$ cat config.mk
export PLATFORM = sky130hd
export DESIGN_NAME = hbridge_drive_protect_ctrl
export DESIGN_NICKNAME = d
export VERILOG_FILES = /design/src/hbdpc_pkg.sv /design/src/hbdpc_filter.sv /design/src/hbdpc_leg.sv /design/src/hbridge_drive_protect_ctrl.sv
export SDC_FILE = /design/constraint.sdc
export NUM_CORES = 1
export LEC_CHECK = 0
export ABC_AREA = 1
export BUFFER_PORTS_ARGS = -buffer_cell sky130_fd_sc_hd__buf_4
export CAP_MARGIN = 10
export CORE_ASPECT_RATIO = 0.5
export CORE_UTILIZATION = 65
export DETAILED_ROUTE_END_ITERATION = 6
export PLACE_DENSITY = 0.88
export SYNTH_ARGS = -nofsm -noshare
export SYNTH_HDL_FRONTEND = slang
export SYNTH_SLANG_ARGS = --single-unit
$ cat constraint.sdc
create_clock -name clock -period 5.9 [get_ports clock]
set_input_delay 0.59 -clock clock [delete_from_list [all_inputs] [get_ports clock]]
set_output_delay 0.59 -clock clock [all_outputs]
set_load 0.05 [all_outputs]
$ cat src/hbdpc_pkg.sv
// Package of timing constants and states for the H-bridge drive controller
package hbdpc_pkg;
  localparam int CLK_HZ = 25000000;
  localparam int DEAD_NS = 200;
  localparam int DEAD_CYC = (DEAD_NS * (CLK_HZ / 1000000) + 999) / 1000;
  localparam int DEGLITCH_NS = 400;
  localparam int DEGLITCH_CYC = (DEGLITCH_NS * (CLK_HZ / 1000000) + 999) / 1000;
  localparam int OFF_US = 25;
  localparam int OFF_CYC = OFF_US * (CLK_HZ / 1000000);
  localparam int BLANK_US = 2;
  localparam int BLANK_CYC = BLANK_US * (CLK_HZ / 1000000);
  localparam int OCP_NS = 1500;
  localparam int OCP_CYC = (OCP_NS * (CLK_HZ / 1000000) + 999) / 1000;
  localparam int SLEEP_US = 1000;
  localparam int SLEEP_CYC = SLEEP_US * (CLK_HZ / 1000000);
  localparam int WAKE_US = 250;
  localparam int WAKE_CYC = WAKE_US * (CLK_HZ / 1000000);
  localparam int TRIP_NS = 400;
  localparam int TRIP_CYC = (TRIP_NS * (CLK_HZ / 1000000) + 999) / 1000;

  typedef enum logic [1:0] {
    HBDPC_SLEEP = 2'b00,
    HBDPC_WAKE = 2'b01,
    HBDPC_ACTIVE = 2'b10
  } hbdpc_mode_t;

  // Leg drive request
  typedef enum logic [1:0] {
    HBDPC_LEG_OFF = 2'b00,
    HBDPC_LEG_LOW = 2'b01,
    HBDPC_LEG_HIGH = 2'b10
  } hbdpc_leg_t;
endpackage : hbdpc_pkg

$ cat src/hbdpc_filter.sv
// Three-flop synchroniser and deglitch filter for one pin input
`timescale 1ns/10ps
module hbdpc_filter #(
  parameter int FILT_CYC = 10
) (
  // Clock and reset
  input wire logic clock,
  input wire logic rst,
  // Raw pin and filtered level
  input wire logic pin,
  output logic level
);
  localparam int CW = $clog2(FILT_CYC + 1);
  logic s1_r, s2_r, s3_r;
  logic level_r;
  logic [CW-1:0] cnt_r;
  wire differs = (s2_r == s3_r) && (s3_r != level_r);
  wire done = (cnt_r == CW'(FILT_CYC - 1));

  initial begin
    if (FILT_CYC < 1) $error("hbdpc_filter: FILT_CYC must be at least 1");
  end

  always_ff @(posedge clock) begin
    if (rst) begin
      s1_r <= 1'b0;
      s2_r <= 1'b0;
      s3_r <= 1'b0;
    end else begin
      s1_r <= pin;
      s2_r <= s1_r;
      s3_r <= s2_r;
    end
  end

  always_ff @(posedge clock) begin
    if (rst || !differs) begin
      cnt_r <= '0;
    end else if (!done) begin
      cnt_r <= cnt_r + CW'(1);
    end
  end

  always_ff @(posedge clock) begin
    if (rst) begin
      level_r <= 1'b0;
    end else if (differs && done) begin
      level_r <= s3_r;
    end
  end

  assign level = level_r;
endmodule : hbdpc_filter

$ cat src/hbdpc_leg.sv
// One half-bridge leg with dead time between high and low drive
`timescale 1ns/10ps
module hbdpc_leg #(
  parameter int DEAD = 5
) (
  // Clock and reset
  input wire logic clock,
  input wire logic rst,
  // Requested drive
  input wire hbdpc_pkg::hbdpc_leg_t req,
  // Switch gates
  output logic high_on,
  output logic low_on
);
  localparam int CW = $clog2(DEAD + 1);
  hbdpc_pkg::hbdpc_leg_t cur_r;
  logic [CW-1:0] dead_r;
  logic high_r, low_r;

  initial begin
    if (DEAD < 1) $error("hbdpc_leg: DEAD must be at least 1");
  end

  // Any exit from a drive state waits out the dead time, coast included
  wire leaving = (cur_r != hbdpc_pkg::HBDPC_LEG_OFF) && (req != cur_r);
  wire dead_busy = (dead_r != '0);

  always_ff @(posedge clock) begin
    if (rst) begin
      cur_r <= hbdpc_pkg::HBDPC_LEG_OFF;
      dead_r <= '0;
    end else if (leaving) begin
      cur_r <= hbdpc_pkg::HBDPC_LEG_OFF;
      dead_r <= CW'(DEAD);
    end else if (dead_busy) begin
      dead_r <= dead_r - CW'(1);
    end else begin
      cur_r <= req;
    end
  end

  always_ff @(posedge clock) begin
    if (rst) begin
      high_r <= 1'b0;
      low_r <= 1'b0;
    end else begin
      high_r <= (cur_r == hbdpc_pkg::HBDPC_LEG_HIGH) && !leaving && !dead_busy;
      low_r <= (cur_r == hbdpc_pkg::HBDPC_LEG_LOW) && !leaving && !dead_busy;
    end
  end

  assign high_on = high_r;
  assign low_on = low_r;
endmodule : hbdpc_leg

$ cat src/hbridge_drive_protect_ctrl.sv
// Top of the H-bridge drive, chopping, sleep and protection controller
// Behaviour
// Both inputs low: all switches off
// Inputs low about 1 ms: enter sleep
// A low, B high: reverse drive
// A high, B low: forward drive
// Both high: both low-sides on, brake
// Host may hold or modulate inputs
// Host modulates drive with brake or coast
// Host keeps modulation under 200 kHz
// Dead time between high and low drive
// Deglitch filter on each drive input
// Current trip forces low-side brake off-time
// After off-time, follow inputs again
// Persistent overcurrent latches fault, switches off
// Fault clears only by sleep or supply
// Each switch's overcurrent raises the fault
// Sense-node overcurrent feeds same fault
// Thermal trip turns all switches off
// Thermal recovery is automatic
// Blank current trip after drive starts
// Any high input restarts sleep timer
// Chop off-time is 25 us
// Wake only after input high wake time
// Power-up with inputs low: sleep at once
// Supply low resets logic, switches off
`timescale 1ns/10ps
module hbridge_drive_protect_ctrl #(
  parameter int SLEEP_CYC = hbdpc_pkg::SLEEP_CYC,
  parameter int WAKE_CYC = hbdpc_pkg::WAKE_CYC,
  parameter int OFF_CYC = hbdpc_pkg::OFF_CYC,
  parameter int BLANK_CYC = hbdpc_pkg::BLANK_CYC,
  parameter int OCP_CYC = hbdpc_pkg::OCP_CYC
) (
  // Clock and reset
  input wire logic clock,
  input wire logic rst,
  // Supply lockout level from the analog monitor
  input wire logic supply_low_lockout,
  // Host drive inputs
  input wire logic drive_input_a,
  input wire logic drive_input_b,
  // Analog comparators
  input wire logic current_trip,
  input wire logic sense_node_overcurrent,
  input wire logic [3:0] switch_overcurrent,
  input wire logic thermal_trip,
  // Bridge switch gates
  output logic bridge_a_high_on,
  output logic bridge_a_low_on,
  output logic bridge_b_high_on,
  output logic bridge_b_low_on,
  // Status
  output logic asleep,
  output logic overcurrent_fault,
  output logic chopping
);
  localparam int TW = 32;

  initial begin
    if (SLEEP_CYC < 1) $error("hbridge_drive_protect_ctrl: SLEEP_CYC must be at least 1");
    if (WAKE_CYC < 1) $error("hbridge_drive_protect_ctrl: WAKE_CYC must be at least 1");
    if (OFF_CYC < 1) $error("hbridge_drive_protect_ctrl: OFF_CYC must be at least 1");
    if (BLANK_CYC < 1) $error("hbridge_drive_protect_ctrl: BLANK_CYC must be at least 1");
    if (OCP_CYC < 1) $error("hbridge_drive_protect_ctrl: OCP_CYC must be at least 1");
  end

  // Filtered pin levels
  logic in_a, in_b, trip_f, sense_oc_f, thermal_f, lock_f;
  logic [3:0] sw_oc_f;

  hbdpc_filter #(.FILT_CYC(hbdpc_pkg::DEGLITCH_CYC)) u_filt_a (
    .clock(clock),
    .rst(rst),
    .pin(drive_input_a),
    .level(in_a)
  );

  hbdpc_filter #(.FILT_CYC(hbdpc_pkg::DEGLITCH_CYC)) u_filt_b (
    .clock(clock),
    .rst(rst),
    .pin(drive_input_b),
    .level(in_b)
  );

  hbdpc_filter #(.FILT_CYC(hbdpc_pkg::TRIP_CYC)) u_filt_trip (
    .clock(clock),
    .rst(rst),
    .pin(current_trip),
    .level(trip_f)
  );

  hbdpc_filter #(.FILT_CYC(1)) u_filt_sense (
    .clock(clock),
    .rst(rst),
    .pin(sense_node_overcurrent),
    .level(sense_oc_f)
  );

  hbdpc_filter #(.FILT_CYC(1)) u_filt_therm (
    .clock(clock),
    .rst(rst),
    .pin(thermal_trip),
    .level(thermal_f)
  );

  hbdpc_filter #(.FILT_CYC(1)) u_filt_lock (
    .clock(clock),
    .rst(rst),
    .pin(supply_low_lockout),
    .level(lock_f)
  );

  genvar gi;
  generate
    for (gi = 0; gi < 4; gi++) begin : g_sw_oc
      hbdpc_filter #(.FILT_CYC(1)) u_filt_sw (
        .clock(clock),
        .rst(rst),
        .pin(switch_overcurrent[gi]),
        .level(sw_oc_f[gi])
      );
    end
  endgenerate

  // Internal reset: pin reset or supply lockout
  wire lrst = rst || lock_f;
  wire any_in = in_a || in_b;

  // Sleep and wake sequencing
  hbdpc_pkg::hbdpc_mode_t mode_r, mode_nxt;
  logic [TW-1:0] low_cnt_r, wake_cnt_r;

  wire sleep_done = (low_cnt_r >= TW'(SLEEP_CYC - 1));
  wire wake_done = (wake_cnt_r >= TW'(WAKE_CYC - 1));

  always_comb begin
    mode_nxt = mode_r;
    unique case (mode_r)
      hbdpc_pkg::HBDPC_SLEEP: begin
        if (any_in) mode_nxt = hbdpc_pkg::HBDPC_WAKE;
      end
      hbdpc_pkg::HBDPC_WAKE: begin
        if (!any_in) mode_nxt = hbdpc_pkg::HBDPC_SLEEP;
        else if (wake_done) mode_nxt = hbdpc_pkg::HBDPC_ACTIVE;
      end
      hbdpc_pkg::HBDPC_ACTIVE: begin
        if (!any_in && sleep_done) mode_nxt = hbdpc_pkg::HBDPC_SLEEP;
      end
      default: mode_nxt = hbdpc_pkg::HBDPC_SLEEP;
    endcase
  end

  always_ff @(posedge clock) begin
    if (lrst) begin
      mode_r <= hbdpc_pkg::HBDPC_SLEEP;
    end else begin
      mode_r <= mode_nxt;
    end
  end

  always_ff @(posedge clock) begin
    if (lrst || any_in || mode_r != hbdpc_pkg::HBDPC_ACTIVE) begin
      low_cnt_r <= '0;
    end else if (!sleep_done) begin
      low_cnt_r <= low_cnt_r + TW'(1);
    end
  end

  always_ff @(posedge clock) begin
    if (lrst || mode_r != hbdpc_pkg::HBDPC_WAKE || !any_in) begin
      wake_cnt_r <= '0;
    end else if (!wake_done) begin
      wake_cnt_r <= wake_cnt_r + TW'(1);
    end
  end

  wire active = (mode_r == hbdpc_pkg::HBDPC_ACTIVE);

  // Overcurrent filter and latched fault
  logic [TW-1:0] oc_cnt_r;
  logic fault_r;
  wire oc_any = (|sw_oc_f) || sense_oc_f;
  wire oc_done = (oc_cnt_r >= TW'(OCP_CYC - 1));

  always_ff @(posedge clock) begin
    if (lrst || !oc_any || !active) begin
      oc_cnt_r <= '0;
    end else if (!oc_done) begin
      oc_cnt_r <= oc_cnt_r + TW'(1);
    end
  end

  always_ff @(posedge clock) begin
    if (lrst) begin
      fault_r <= 1'b0;
    end else if (active && oc_any && oc_done) begin
      fault_r <= 1'b1;
    end else if (mode_r == hbdpc_pkg::HBDPC_SLEEP) begin
      fault_r <= 1'b0;
    end
  end

  // Bridge enable and drive start detection
  wire bridge_en = active && !fault_r && !thermal_f;
  logic en_q_r;
  logic [TW-1:0] blank_r, off_r;
  wire drive_start = bridge_en && !en_q_r;
  wire blanking = (blank_r != '0);
  wire off_busy = (off_r != '0);
  wire chop_fire = bridge_en && trip_f && !blanking && !off_busy && (in_a != in_b);

  always_ff @(posedge clock) begin
    if (lrst) begin
      en_q_r <= 1'b0;
    end else begin
      en_q_r <= bridge_en;
    end
  end

  always_ff @(posedge clock) begin
    if (lrst || !bridge_en) begin
      blank_r <= '0;
    end else if (drive_start || (off_busy && off_r == TW'(1))) begin
      blank_r <= TW'(BLANK_CYC);
    end else if (blanking) begin
      blank_r <= blank_r - TW'(1);
    end
  end

  always_ff @(posedge clock) begin
    if (lrst || !bridge_en) begin
      off_r <= '0;
    end else if (chop_fire) begin
      off_r <= TW'(OFF_CYC);
    end else if (off_busy) begin
      off_r <= off_r - TW'(1);
    end
  end

  // Leg requests from the input table
  hbdpc_pkg::hbdpc_leg_t req_a, req_b;
  wire brake = off_busy || (in_a && in_b);

  // Input table for one leg, own input first
  function automatic hbdpc_pkg::hbdpc_leg_t leg_decode(
    input logic en,
    input logic brk,
    input logic own_in,
    input logic other_in
  );
    if (!en) begin
      leg_decode = hbdpc_pkg::HBDPC_LEG_OFF;
    end else if (brk) begin
      leg_decode = hbdpc_pkg::HBDPC_LEG_LOW;
    end else if (own_in && !other_in) begin
      leg_decode = hbdpc_pkg::HBDPC_LEG_HIGH;
    end else if (!own_in && other_in) begin
      leg_decode = hbdpc_pkg::HBDPC_LEG_LOW;
    end else begin
      leg_decode = hbdpc_pkg::HBDPC_LEG_OFF;
    end
  endfunction : leg_decode

  assign req_a = leg_decode(bridge_en, brake, in_a, in_b);
  assign req_b = leg_decode(bridge_en, brake, in_b, in_a);

  hbdpc_pkg::hbdpc_leg_t leg_a_req, leg_b_req;
  assign leg_a_req = lrst ? hbdpc_pkg::HBDPC_LEG_OFF : req_a;
  assign leg_b_req = lrst ? hbdpc_pkg::HBDPC_LEG_OFF : req_b;

  hbdpc_leg #(.DEAD(hbdpc_pkg::DEAD_CYC)) u_leg_a (
    .clock(clock),
    .rst(lrst),
    .req(leg_a_req),
    .high_on(bridge_a_high_on),
    .low_on(bridge_a_low_on)
  );

  hbdpc_leg #(.DEAD(hbdpc_pkg::DEAD_CYC)) u_leg_b (
    .clock(clock),
    .rst(lrst),
    .req(leg_b_req),
    .high_on(bridge_b_high_on),
    .low_on(bridge_b_low_on)
  );

  // Status flops
  logic asleep_r, chop_r;

  // Asleep until the wake interval has completed
  always_ff @(posedge clock) begin
    if (lrst) begin
      asleep_r <= 1'b1;
    end else begin
      asleep_r <= (mode_r != hbdpc_pkg::HBDPC_ACTIVE);
    end
  end

  always_ff @(posedge clock) begin
    if (lrst) begin
      chop_r <= 1'b0;
    end else begin
      chop_r <= off_busy;
    end
  end

  assign asleep = asleep_r;
  assign overcurrent_fault = fault_r;
  assign chopping = chop_r;
endmodule : hbridge_drive_protect_ctrl

==> results.json <==
{
  "busiest_layer": "met2",
  "slew_headroom_pct": 29.0,
  "status": "finished, final reports clean",
  "start_util_pct": 67.4,
  "drt_iter0_drc": 602,
  "yosys-top-cells-area": "dfxtp_1 45%, nor2_1 11%, nand2_1 7.6%",
  "place.gp.congestion": 0.959,
  "boundaryPins": 19,
  "max_freq_mhz": 407,
  "die-width_um": 182,
  "ys_ff_latch": 239,
  "drive_gt1_share_pct": 8.36,
  "yosysSeqAreaShare_pct": 45.5,
  "root_buffer": "clkbuf_16",
  "worst_ep_required_time_ns": 6.33,
  "hold_buffers": 0,
  "cpLargestDelayFamily": "simple AND/OR/NAND/NOR gates",
  "portBuffers": 18,
  "core_um2": 15600,
  "via_per_inst": 5.32,
  "critPathLaunchType": "flip-flop",
  "tritoncts": "built",
  "cp_num_buf_inv": 3,
  "clock_skew_ns": 0.0146,
  "synth_most_common_cell": "nor2_1",
  "setup_viol": 0,
  "r2r-start": "off_r[0]$_SDFFE_PP0P_",
  "synth_cell_types": 43,
  "hp-start": "sense_node_overcurrent",
  "period_minus_slack_ns": 2.46,
  "worstSetupEndpointType": "flip-flop",
  "use_met1_pct": 32.5,
  "worst_skew_pair.late_latency_ns": 0.51,
  "power_mw": 3.23,
  "power.density_nw_per_um2": 280,
  "wire_per_inst_um": 12.8,
  "post_cts_buffers": 0,
  "cp_max_fo": 22,
  "diodes": 0,
  "leakage_nw": 4.88,
  "synth_edf_count": 0,
  "cp_cell_sequence": "inv_1 -> ha_1 -> nand2_1 -> nor2_2 -> nand2_4 -> nor2_8 -> inv_2 -> nand2_1 -> nand2_2 -> nor2_8 -> inv_2 -> nor3_1",
  "syn_area_um2": 10500,
  "post-route-drc-count": 0,
  "syn-instance-count": 1410,
  "drv_slew": 0,
  "crit_type": "flip-flop to flip-flop",
  "hpwl_mm": 14.8,
  "holdWs_ns": 0.282,
  "met3_usage_pct": 3.85,
  "whs_path_depth": 3,
  "h-tree-depth": 1,
  "postSynthAreaPerCell_um2": 7.46,
  "period_share_pct": 41.7,
  "grt_start_max_net_pins": 36,
  "vias": 8781,
  "cp_data_arrival_time_ns": 2.88,
  "critical-path-max-stage-delay_ns": 0.35,
  "numCtsBuffers": 20,
  "synthArstFlopShare_pct": 0,
  "synth_ff_type": "dfxtp_1",
  "synth_top_area_share_pct": 45.5,
  "cp_num_cells": 12,
  "synth_common_cells": "303 x nor2_1, 239 x dfxtp_1, 212 x nand2_1",
  "clockBufferDepth": 3,
  "reg2regPathDepth": 12,
  "clk_pin_slew_ns": 0.07,
  "die_area_um2": 16700,
  "num_rows": 32,
  "synth.yosys.warnings": 0,
  "grt.overflow.total": 0,
  "wl_mm": 21.2,
  "cts.sinks": 239,
  "dpl-instance-area_um2": 10800,
  "drt_pass1_iterations": 5,
  "rsz0062_at_grt": "false",
  "ant_nets": 0,
  "stdcell_area_um2": 11500,
  "first_global_vias": 8397,
  "hold_viol_final": 0,
  "final_nets": 1472,
  "antenna_found_initial": 0,
  "grt_usage_pct": 26.0,
  "area_growth_pct": 9.59,
  "ir_worst_vdd_v": 0.000223,
  "worstMarginPinSlew_ns": 1.06,
  "cts_resized": 0,
  "cap_viol_max_count": 0,
  "tns_ns": 0,
  "startpoint": "off_r[0]$_SDFFE_PP0P_",
  "hp-class": "input port to flip-flop",
  "grt_pass1_wl_mm": 36.6,
  "fp.dieH_um": 92.0,
  "critical_path.slowest_cell": "dfxtp_1",
  "yosysTopAreaCell": "dfxtp_1",
  "met2_usage_pct": 47.0
}
[final timing paths]
path / endpoint / slack, ns
setup / recovery: blank_r[31]$_SDFFE_PP0P_ / 3.44
hold / removal: u_filt_sense.s1_r$_SDFF_PP0_ / 0.28
setup reg to reg: blank_r[31]$_SDFFE_PP0P_ / 3.44
hold reg to reg: u_filt_lock.s2_r$_SDFF_PP0_ / 0.40
[worst reg2reg max path: cells and delay by family, from the launching register on]
family / cells / cell delay, ns
simple gates: 8 / 1.26
flops: 1 / 0.35
buf+inv: 3 / 0.55
fa+ha+maj: 1 / 0.20
[per-stage QoR]
stage | worst slack, ns | util [%] | cells
global route | 3.14 | 73.9 | 1652
finish | 3.44 | 73.9 | 1652
detailed placement | 3.31 | 69.3 | 1616
global placement | 3.41 | 69.3 | 1616
floorplan | 4.00 | - | 1416
CTS | 3.45 | 73.9 | 1652
[report_power, final]
part           total, mW  internal (mW)  switching (mW)
clock               1.42          0.816           0.601
sequential          1.66           1.64          0.0168
combinational      0.157         0.0585          0.0986
total               3.23           2.52           0.717
[flip-flops by register name (all words and copies together) (netlist names), 2 cells and up]
name,count
u_filt_trip.cnt_r,4
mode_r,2
u_leg_b.cur_r,2
wake_cnt_r,32
g_sw_oc.u_filt_sw.level,4
u_filt_b.cnt_r,4
g_sw_oc.u_filt_sw.s1_r,4
off_r,32
u_leg_b.dead_r,3
u_filt_a.cnt_r,4
u_leg_a.dead_r,3
u_leg_a.cur_r,2
g_sw_oc.u_filt_sw.cnt_r,4
blank_r,32
g_sw_oc.u_filt_sw.s2_r,4
low_cnt_r,32
oc_cnt_r,32
g_sw_oc.u_filt_sw.s3_r,4
[cells by family (layout without fill, tap and decap cells)]
kind of cell / Yosys count / in the layout / synth area share [%]
and+or+nand+nor: 719 / 719 / 30.7
DFF: 239 / 239 / 45.5
buffers and inverters: 239 / 271 / 8.89
AOI/OAI and AO/OA: 120 / 120 / 6.36
xor gates and xnor gates: 66 / 66 / 5.49
adders and majority gates: 26 / 26 / 3.09
other: 1 / 7 / 0.0356
[area by class of cell]
cell class	instances	area (um2)
Clock buffer	26	563
Multi-Input combinational cell	938	4830
Tap cell	204	255
Fill cell	1148	4080
Clock inverter	10	155
Inverter	217	815
Sequential cell	239	4780
Timing Repair Buffer	18	135
[layer usage]
layer  wire [um]  part of all wire [%]
met4         416                   2.0
met2       10300                    48
met1        9480                    45
met3        1030                   4.9
met5           0                     0
[cell usage in the layout (no fill, tap or decap), types with 5 or more instances in the layout]
| cell | n |
|---|---|
| buf_4 | 18 |
| o31ai_1 | 8 |
| nand2_2 | 6 |
| or2_2 | 5 |
| nand4_1 | 30 |
| nand3_1 | 73 |
| nor2_1 | 303 |
| nand2_1 | 212 |
| o21ai_0 | 30 |
| conb_1 | 7 |
| nor3_1 | 31 |
| inv_2 | 11 |
| nor3_2 | 5 |
| xnor2_1 | 20 |
| dfxtp_1 | 239 |
| a21oi_2 | 6 |
| nor2_4 | 5 |
| ha_1 | 26 |
| a21oi_1 | 61 |
| inv_1 | 204 |
| nor2_2 | 18 |
| nor4_1 | 13 |
| clkbuf_16 | 20 |
| xor2_1 | 46 |
No activity file was read; power rests on OpenSTA's default activity.
